==> src/verilog/msfg_defs.svh <==
// Timing constants for the motor stall fault guard.
`ifndef MSFG_DEFS_SVH
`define MSFG_DEFS_SVH
// ------------------------------------------------------------
// Clock and time base
// ------------------------------------------------------------
`define MSFG_CLK_HZ            20000000
// Stall time in milliseconds per microfarad of timing capacitance.
`define MSFG_STALL_MS_PER_UF   154000
// Release interval in milliseconds per microfarad (one interval).
`define MSFG_REL_MS_PER_UF     500
// Default timing capacitance in nanofarads.
`define MSFG_DEF_CAP_NF        10
// Least capacitance the integrator may select, in picofarads.
`define MSFG_MIN_CAP_PF        4700
// Stop hold time in nanoseconds.
`define MSFG_STOP_HOLD_NS      10000
// Dead time inserted on direction change, in nanoseconds.
`define MSFG_DEAD_NS           2000
`define MSFG_STOP_HOLD_CYC     ((`MSFG_STOP_HOLD_NS * 20 + 999) / 1000)
`define MSFG_DEAD_CYC          ((`MSFG_DEAD_NS * 20 + 999) / 1000)
// Stall limit for the default capacitor: 1.54 s at 20 MHz.
`define MSFG_STALL_CYC_DEF     (`MSFG_STALL_MS_PER_UF * `MSFG_DEF_CAP_NF / 1000 * (`MSFG_CLK_HZ / 1000))
// Zero-duty hold: twice the release interval, 10 ms at 20 MHz.
`define MSFG_ZERO_CYC_DEF      (2 * `MSFG_REL_MS_PER_UF * `MSFG_DEF_CAP_NF * (`MSFG_CLK_HZ / 1000) / 1000)
// Least stall limit, from the smallest legal capacitance.
`define MSFG_STALL_CYC_MIN     (`MSFG_STALL_MS_PER_UF / 1000 * `MSFG_MIN_CAP_PF * (`MSFG_CLK_HZ / 1000000))
`endif

==> src/verilog/msfg_pkg.sv <==
// Types shared by the motor stall fault guard modules.
package msfg_pkg;
	// Commutation state while handling a direction change.
	typedef enum logic [1:0] {
		MSFG_RUN,
		MSFG_DEAD
	} msfg_dir_t;
endpackage : msfg_pkg

==> src/verilog/msfg_hall_if.sv <==
// Interface carrying Hall state between the main block and the watcher.
`timescale 1ns/1ps
interface msfg_hall_if;
	logic [2:0] hall;
	logic       hall_edge;
	logic       hall_invalid;
	modport watcher (input hall, output hall_edge, output hall_invalid);
	modport user    (output hall, input hall_edge, input hall_invalid);
endinterface : msfg_hall_if

==> src/verilog/msfg_guard.sv <==
// Stall, thermal and direction guard for a three-phase predriver.
`timescale 1ns/1ps
`include "msfg_defs.svh"
// Summary of operation
// - Stalled Hall inputs force high sides off.
// - Stall time parameter, 154 s per uF.
// - Stop held 10us clears stall fault.
// - Zero duty held twice interval clears fault.
// - Power cycle resets fault to clear.
// - Grounded timing node holds logic reset.
// - Disabled stall protection also disables thermal.
// - Over-temperature forces high sides off.
// - Direction change inserts dead time, no overlap.
// - Equal Hall states turn all outputs off.
// - Duty input active low; high means zero.
module msfg_guard #(
	parameter int STALL_CYC = `MSFG_STALL_CYC_DEF,
	parameter int ZERO_CYC  = `MSFG_ZERO_CYC_DEF,
	parameter int STOP_CYC  = `MSFG_STOP_HOLD_CYC,
	parameter int DEAD_CYC  = `MSFG_DEAD_CYC,
	parameter int CHECK_MIN = 1
) (
	input  wire logic       core_clk,
	input  wire logic       nrst,
	input  wire logic       timing_node_ok,
	input  wire logic       run_enable,
	input  wire logic       reverse,
	input  wire logic       pulse_duty_input_n,
	input  wire logic       analog_zero_duty,
	input  wire logic       stall_guard_enable,
	input  wire logic       over_temp,
	input  wire logic [2:0] hall,
	input  wire logic [2:0] high_cmd,
	input  wire logic [2:0] low_cmd,
	output logic            phase_a_high_drive,
	output logic            phase_b_high_drive,
	output logic            phase_c_high_drive,
	output logic            phase_a_low_drive,
	output logic            phase_b_low_drive,
	output logic            phase_c_low_drive,
	output logic            stall_fault
);
	// ------------------------------------------------------------
	// Parameter checks
	// ------------------------------------------------------------
	// Refuses counts that the counters cannot serve.
	if (STALL_CYC < 1 || ZERO_CYC < 1 || STOP_CYC < 1 || DEAD_CYC < 1) begin : g_bad_count
		$error("msfg_guard: timing parameter out of range");
	end
	if (CHECK_MIN != 0 && STALL_CYC < `MSFG_STALL_CYC_MIN) begin : g_short_stall
		$error("msfg_guard: stall time below the least legal setting");
	end

	localparam int SW = $clog2(STALL_CYC + 1);
	localparam int ZW = $clog2(ZERO_CYC + 1);
	localparam int TW = $clog2(STOP_CYC + 1);
	localparam int DW = $clog2(DEAD_CYC + 1);

	// ------------------------------------------------------------
	// Hall watcher
	// ------------------------------------------------------------
	msfg_hall_if hif ();
	assign hif.hall = hall;
	msfg_hall_watch u_watch (
		.core_clk (core_clk),
		.nrst     (nrst),
		.hw       (hif.watcher)
	);

	// ------------------------------------------------------------
	// Fault and timer state
	// ------------------------------------------------------------
	logic [SW-1:0] stall_cnt_r, stall_cnt_nxt;
	logic [ZW-1:0] zero_cnt_r, zero_cnt_nxt;
	logic [TW-1:0] stop_cnt_r, stop_cnt_nxt;
	logic          fault_r, fault_nxt;
	logic          zero_duty;
	logic          drive_mode;
	logic          release_req;

	assign drive_mode = run_enable && timing_node_ok;
	assign zero_duty  = pulse_duty_input_n || analog_zero_duty;
	assign release_req = (stop_cnt_r == TW'(STOP_CYC)) || (zero_cnt_r == ZW'(ZERO_CYC));

	// Next values of the stall timer, release timers and sticky fault.
	always_comb begin
		stall_cnt_nxt = stall_cnt_r;
		zero_cnt_nxt  = zero_cnt_r;
		stop_cnt_nxt  = stop_cnt_r;
		fault_nxt     = fault_r;
		if (!run_enable) begin
			if (stop_cnt_r != TW'(STOP_CYC))
				stop_cnt_nxt = stop_cnt_r + TW'(1);
		end else begin
			stop_cnt_nxt = '0;
		end
		if (zero_duty) begin
			if (zero_cnt_r != ZW'(ZERO_CYC))
				zero_cnt_nxt = zero_cnt_r + ZW'(1);
		end else begin
			zero_cnt_nxt = '0;
		end
		if (!drive_mode || !stall_guard_enable || hif.hall_edge || fault_r) begin
			stall_cnt_nxt = '0;
		end else if (stall_cnt_r != SW'(STALL_CYC)) begin
			stall_cnt_nxt = stall_cnt_r + SW'(1);
		end
		if (release_req || !timing_node_ok)
			fault_nxt = 1'b0;
		if (drive_mode && stall_guard_enable && !hif.hall_edge && stall_cnt_r == SW'(STALL_CYC))
			fault_nxt = 1'b1;
	end

	// Registers the timers and fault.
	// power-on clear
	always_ff @(posedge core_clk or negedge nrst) begin
		if (!nrst) begin
			stall_cnt_r <= '0;
			zero_cnt_r  <= '0;
			stop_cnt_r  <= '0;
			fault_r     <= 1'b0;
		end else begin
			stall_cnt_r <= stall_cnt_nxt;
			zero_cnt_r  <= zero_cnt_nxt;
			stop_cnt_r  <= stop_cnt_nxt;
			fault_r     <= fault_nxt;
		end
	end

	// ------------------------------------------------------------
	// Direction change dead time
	// ------------------------------------------------------------
	msfg_pkg::msfg_dir_t dir_st_r, dir_st_nxt;
	logic [DW-1:0] dead_cnt_r, dead_cnt_nxt;
	logic          dir_r, dir_nxt;

	always_comb begin
		dir_st_nxt   = dir_st_r;
		dead_cnt_nxt = dead_cnt_r;
		dir_nxt      = dir_r;
		unique case (dir_st_r)
			msfg_pkg::MSFG_RUN: begin
				if (reverse != dir_r) begin
					dir_st_nxt   = msfg_pkg::MSFG_DEAD;
					dead_cnt_nxt = '0;
				end
			end
			msfg_pkg::MSFG_DEAD: begin
				if (dead_cnt_r == DW'(DEAD_CYC - 1)) begin
					dir_st_nxt = msfg_pkg::MSFG_RUN;
					dir_nxt    = reverse;
				end else begin
					dead_cnt_nxt = dead_cnt_r + DW'(1);
				end
			end
		endcase
	end

	// Registers the direction sequencer.
	always_ff @(posedge core_clk or negedge nrst) begin
		if (!nrst) begin
			dir_st_r   <= msfg_pkg::MSFG_RUN;
			dead_cnt_r <= '0;
			dir_r      <= 1'b0;
		end else begin
			dir_st_r   <= dir_st_nxt;
			dead_cnt_r <= dead_cnt_nxt;
			dir_r      <= dir_nxt;
		end
	end

	// ------------------------------------------------------------
	// Output gating
	// ------------------------------------------------------------
	logic [2:0] hi_nxt, lo_nxt, hi_r, lo_r;
	logic       all_off, hi_off;

	assign all_off = !drive_mode || hif.hall_invalid || (dir_st_r == msfg_pkg::MSFG_DEAD);
	// thermal gate, disabled with stall guard
	assign hi_off  = fault_r || (over_temp && stall_guard_enable) || zero_duty;

	// Computes gated drives; low sides never share a phase with high.
	always_comb begin
		hi_nxt = (all_off || hi_off) ? 3'h0 : high_cmd;
		lo_nxt = all_off ? 3'h0 : (low_cmd & ~high_cmd);
	end

	// Registers the six drive outputs.
	always_ff @(posedge core_clk or negedge nrst) begin
		if (!nrst) begin
			hi_r <= 3'h0;
			lo_r <= 3'h0;
		end else begin
			hi_r <= hi_nxt;
			lo_r <= lo_nxt;
		end
	end

	assign phase_a_high_drive = hi_r[0];
	assign phase_b_high_drive = hi_r[1];
	assign phase_c_high_drive = hi_r[2];
	assign phase_a_low_drive  = lo_r[0];
	assign phase_b_low_drive  = lo_r[1];
	assign phase_c_low_drive  = lo_r[2];
	assign stall_fault        = fault_r;

	// ------------------------------------------------------------
	// Assertions
	// ------------------------------------------------------------
	stall_latch_a: assert property (@(posedge core_clk) disable iff (!nrst)
		(drive_mode && stall_guard_enable && !hif.hall_edge && stall_cnt_r == SW'(STALL_CYC)) |=> fault_r)
		else $error("stall fault not latched");
	fault_gates_high_a: assert property (@(posedge core_clk) disable iff (!nrst)
		fault_r |=> (hi_r == 3'h0))
		else $error("high side on during fault");
	stop_release_a: assert property (@(posedge core_clk) disable iff (!nrst)
		(stop_cnt_r == TW'(STOP_CYC) && fault_r) |=> !fault_r)
		else $error("stop hold did not release fault");
	zero_release_a: assert property (@(posedge core_clk) disable iff (!nrst)
		(zero_cnt_r == ZW'(ZERO_CYC) && fault_r && stall_cnt_r == SW'(0)) |=> !fault_r)
		else $error("zero duty hold did not release fault");
	node_reset_a: assert property (@(posedge core_clk) disable iff (!nrst)
		!timing_node_ok |=> (hi_r == 3'h0 && lo_r == 3'h0 && !fault_r))
		else $error("drive while timing node grounded");
	no_guard_a: assert property (@(posedge core_clk) disable iff (!nrst)
		(!stall_guard_enable && !fault_r) |=> !fault_r)
		else $error("stall fault while protection disabled");
	thermal_off_a: assert property (@(posedge core_clk) disable iff (!nrst)
		(over_temp && stall_guard_enable) |=> (hi_r == 3'h0))
		else $error("high side on during over-temperature");
	dead_time_a: assert property (@(posedge core_clk) disable iff (!nrst)
		(dir_st_r == msfg_pkg::MSFG_RUN && reverse != dir_r) |=> ##1 (hi_r == 3'h0 && lo_r == 3'h0))
		else $error("no dead time on reversal");
	hall_equal_a: assert property (@(posedge core_clk) disable iff (!nrst)
		(hall == 3'h7 || hall == 3'h0) |=> (hi_r == 3'h0 && lo_r == 3'h0))
		else $error("outputs on with invalid hall pattern");
	no_shoot_a: assert property (@(posedge core_clk) disable iff (!nrst)
		(hi_r & lo_r) == 3'h0)
		else $error("both switches of one phase on");
	stall_cov: cover property (@(posedge core_clk) disable iff (!nrst) $rose(fault_r));
	release_cov: cover property (@(posedge core_clk) disable iff (!nrst) $fell(fault_r));
	reverse_cov: cover property (@(posedge core_clk) disable iff (!nrst) dir_st_r == msfg_pkg::MSFG_DEAD);
endmodule : msfg_guard

==> src/verilog/msfg_hall_watch.sv <==
// Hall edge detector and all-equal pattern check.
`timescale 1ns/1ps
module msfg_hall_watch (
	input  wire logic     core_clk,
	input  wire logic     nrst,
	msfg_hall_if.watcher  hw
);
	logic [2:0] hall_prev_r;
	logic [2:0] hall_prev_nxt;

	// Next value of the last sampled Hall pattern.
	always_comb begin
		hall_prev_nxt = hw.hall;
	end

	// Registers the previous Hall pattern.
	always_ff @(posedge core_clk or negedge nrst) begin
		if (!nrst) begin
			hall_prev_r <= 3'h0;
		end else begin
			hall_prev_r <= hall_prev_nxt;
		end
	end

	assign hw.hall_edge    = (hw.hall != hall_prev_r);
	assign hw.hall_invalid = (hw.hall == 3'h0) || (hw.hall == 3'h7);
endmodule : msfg_hall_watch

==> config.mk <==
export PLATFORM = sky130hd
export DESIGN_NAME = msfg_guard
export DESIGN_NICKNAME = d
export VERILOG_FILES = /design/src/verilog/msfg_pkg.sv /design/src/verilog/msfg_hall_if.sv /design/src/verilog/msfg_guard.sv /design/src/verilog/msfg_hall_watch.sv
export VERILOG_INCLUDE_DIRS = /design/src /design/src/verilog
export SDC_FILE = /design/constraint.sdc
export NUM_CORES = 1
export LEC_CHECK = 0
export ABC_AREA = 1
export BUFFER_PORTS_ARGS = -buffer_cell sky130_fd_sc_hd__clkbuf_2
export CAP_MARGIN = 0
export CELL_PAD_IN_SITES_DETAIL_PLACEMENT = 1
export CELL_PAD_IN_SITES_GLOBAL_PLACEMENT = 2
export CORE_UTILIZATION = 38
export DETAILED_ROUTE_END_ITERATION = 10
export PLACE_DENSITY = 0.84
export SLEW_MARGIN = 20
export SYNTH_ARGS = -nofsm -noshare
export SYNTH_HDL_FRONTEND = slang
export SYNTH_SLANG_ARGS = --single-unit
==> constraint.sdc <==
create_clock -name core_clk -period 3.9 [get_ports core_clk]
set_input_delay 0.195 -clock core_clk [delete_from_list [all_inputs] [get_ports core_clk]]
set_output_delay 0.195 -clock core_clk [all_outputs]
set_load 0.1 [all_outputs]
==> run metrics <==
status=finished with violations; failing checks=negative hold slack; global-route wire length before repair=16,000 um; crit path cell chain=dlygate4sd3_1, clkbuf_2, xor2_1, nor2_1, nand2_1, nor2_4, o21ai_0, a21oi_1; Remaining Overflow, GRT=0; CTS resizes=0; Synth top area share=45.8%; non-filler cells, final=660; RSZ-0062 raised after global routing=no; Layout area overhead=11.9%; share of layout cells above drive strength 1=12.4%; Slew Viols, Final=0; CP Class=input port to flip-flop; Power Density=379 nW/um^2; Final Hold Slack=-0.0272 ns; DRT Wirelength=8920 um; relative slew slack=39.6%; DP HPWL=6660 um; routed vias/inst=4.90; Core Region=9420 um^2; number of global-route vias before repair=3,443; placed insts=642; DR WL/cell=13.5 um; routability cong.=0.819; crit path from=hall[0]; synthesized cell area=3770 um^2; sequential share of the synthesized area=45.8%; dominant cells by area after synthesis=dfrtp_1, nand2_1, nor2_1, inv_1, a21oi_1; Final ANT Viol Nets=0; maximum clock rate=0.573 GHz; worst slew pin tran=0.906 ns; Die Width=102 um; gr usage total=19.9%; syn_area_per_cell=7.65 um^2; Final period util=44.8%; CTS tree=yes; clock latency at the later pin of the worst-skew pair=0.34 ns; antenna cells=0; P_leak=2.01 nW; final setup fails=0; largest net degree at the start of global routing=70; Yosys top cell by area=dfrtp_1; worst reg-to-reg path cell count=8; Via Count=3,235; Worst R2R End=zero_cnt_r[14]; most frequent cells in the layout=nand2_1, nor2_1, inv_1, dfrtp_1, a21oi_1; CP Max Fanout=24; antenna violations before repair=0; Final TNS setup=0 ns; CP Capture Point=stall_cnt_r[6]; Hold Crit Class=input port to async pin; TritonCTS buffer count=9; Yosys warning total=0; Final Hold Viols=21; die height=102 um; Yosys cell types=34; Max IR drop VDD=0.000215 V; CP arrival=2.01 ns; overall power=0.00160 W; final core occ=44.8%; CP endpoint kind=flip-flop; Site Rows=35; clk sinks=69; delay-heaviest family, CP=buffers and inverters; Iter 0 DRT Violations=103; CTS Root Cell=clkbuf_8; clock skew=0.00609 ns; slowest CP cell=dlygate4sd3_1; synthesized net count=518; IO Pins=25; H-tree depth reported by CTS=3; number of fill cells=1,239; worst r2r src=zero_cnt_r[0]; Yosys reg bits=69; Largest stage delay, worst path=0.53 ns; Post-route DRC=0; WP buf/inv=2; commonest non-fill, non-tap cell in the layout=nand2_1; MaxCap Viol Count=0; DRT Pass-1 Iters=4; startpoint type of the worst setup path=input port; Crit path depth=8; Post-Synthesis Cells=493; nets@finish=551; reg2reg setup slack=2.28 ns; Clock Path Buffers=2; die area=10,300 um^2; initial core utilization=40.0%; Worst Path Required=4.16 ns; IO buf count=24; Final min period=1.75 ns; Worst-path clk slew=0.08 ns
-- how the worst min path moves through the flow --
stage,slack (ns),depth (start not counted),end,startpoint
final,-0.03,1,stop_cnt_r[4],nrst
after global routing,0.0007,1,u_watch.hall_prev_r[1],hall[1]
after CTS,0.002,1,u_watch.hall_prev_r[1],hall[1]
after detailed placement,0.36,1,u_watch.hall_prev_r[2],hall[2]
after global placement,0.36,1,u_watch.hall_prev_r[2],hall[2]
after floorplan,-0.10,0,dead_cnt_r[0],nrst
-- where the power goes --
group	switching, W	internal [W]	total [W]
clock network	0.000280	0.000246	0.000525
registers	0.0000618	0.000775	0.000837
logic	0.000144	0.0000927	0.000237
-- cell type report --
cell class | instances | area [um^2] | area share, %
clock buffer | 10 | 138 | 3.26
inverter | 74 | 278 | 6.58
sequential | 69 | 1730 | 40.9
timing repair buffer | 26 | 143 | 3.38
multi-input combinational | 346 | 1740 | 41.1
tap | 129 | 161 | 3.82
clock inverter | 6 | 38.8 | 0.919
-- cells in the mapped netlist, drive strengths merged --
library cell / number
a21oi: 35
buf: 3
inv: 74
a31oi: 1
o21ai: 33
nand4: 8
nor3b: 1
nand3: 33
clkbuf: 1
ha: 7
nor3: 17
o31ai: 2
nor4: 2
and3: 1
nand3b: 4
nand2: 102
dfrtp: 69
nor2: 89
or2: 1
xor2: 8
a211oi: 1
o22ai: 1
-- through the flow --
stage	setup WS (ns)	area (um^2)	hold slack, ns
after global routing	1.94	4220	0.000651
after global placement	2.33	4020	0.356
final	2.15	4220	-0.0272
after detailed placement	2.29	4020	0.361
after CTS	2.16	4220	0.00232
after floorplan	2.39	3770	-0.101
-- kinds of logic after synthesis --
kind of cell	share of synthesized area [%]
AO/OA/AOI/OAI	10.1
AND/OR/NAND/NOR	31.8
buffers and inverters	8.16
flip-flops	45.8
XOR/XNOR	1.86
adder cells (fa/ha/maj)	2.32
-- per-layer routing --
layer  routed length (um)  up-vias  share of wire, %  global-route usage [%]
li1                     -     1637                 -                       -
met1                 4310     1561                48                    24.9
met2                 4270       31                48                    34.4
met3                  255        6               2.9                    4.90
met4                   80        0              0.90                    4.68
met5                    0        -                 0                       0
-- sequential cells by signal, indices dropped and copies added (netlist names) --
name	count
hi_r	3
stall_cnt_r	25
stall_fault	1
lo_r	3
stop_cnt_r	8
dir_r	1
u_watch.hall_prev_r	3
zero_cnt_r	18
dead_cnt_r	6
dir_st_r	1
-- repair_timing --
action,4_1_cts,5_1_grt
setup buffers,0,0
hold buffers,2,0
endpoints found under the hold margin,2,0
setup endpoints to repair,0,0
(Power assumes the default switching activity.)
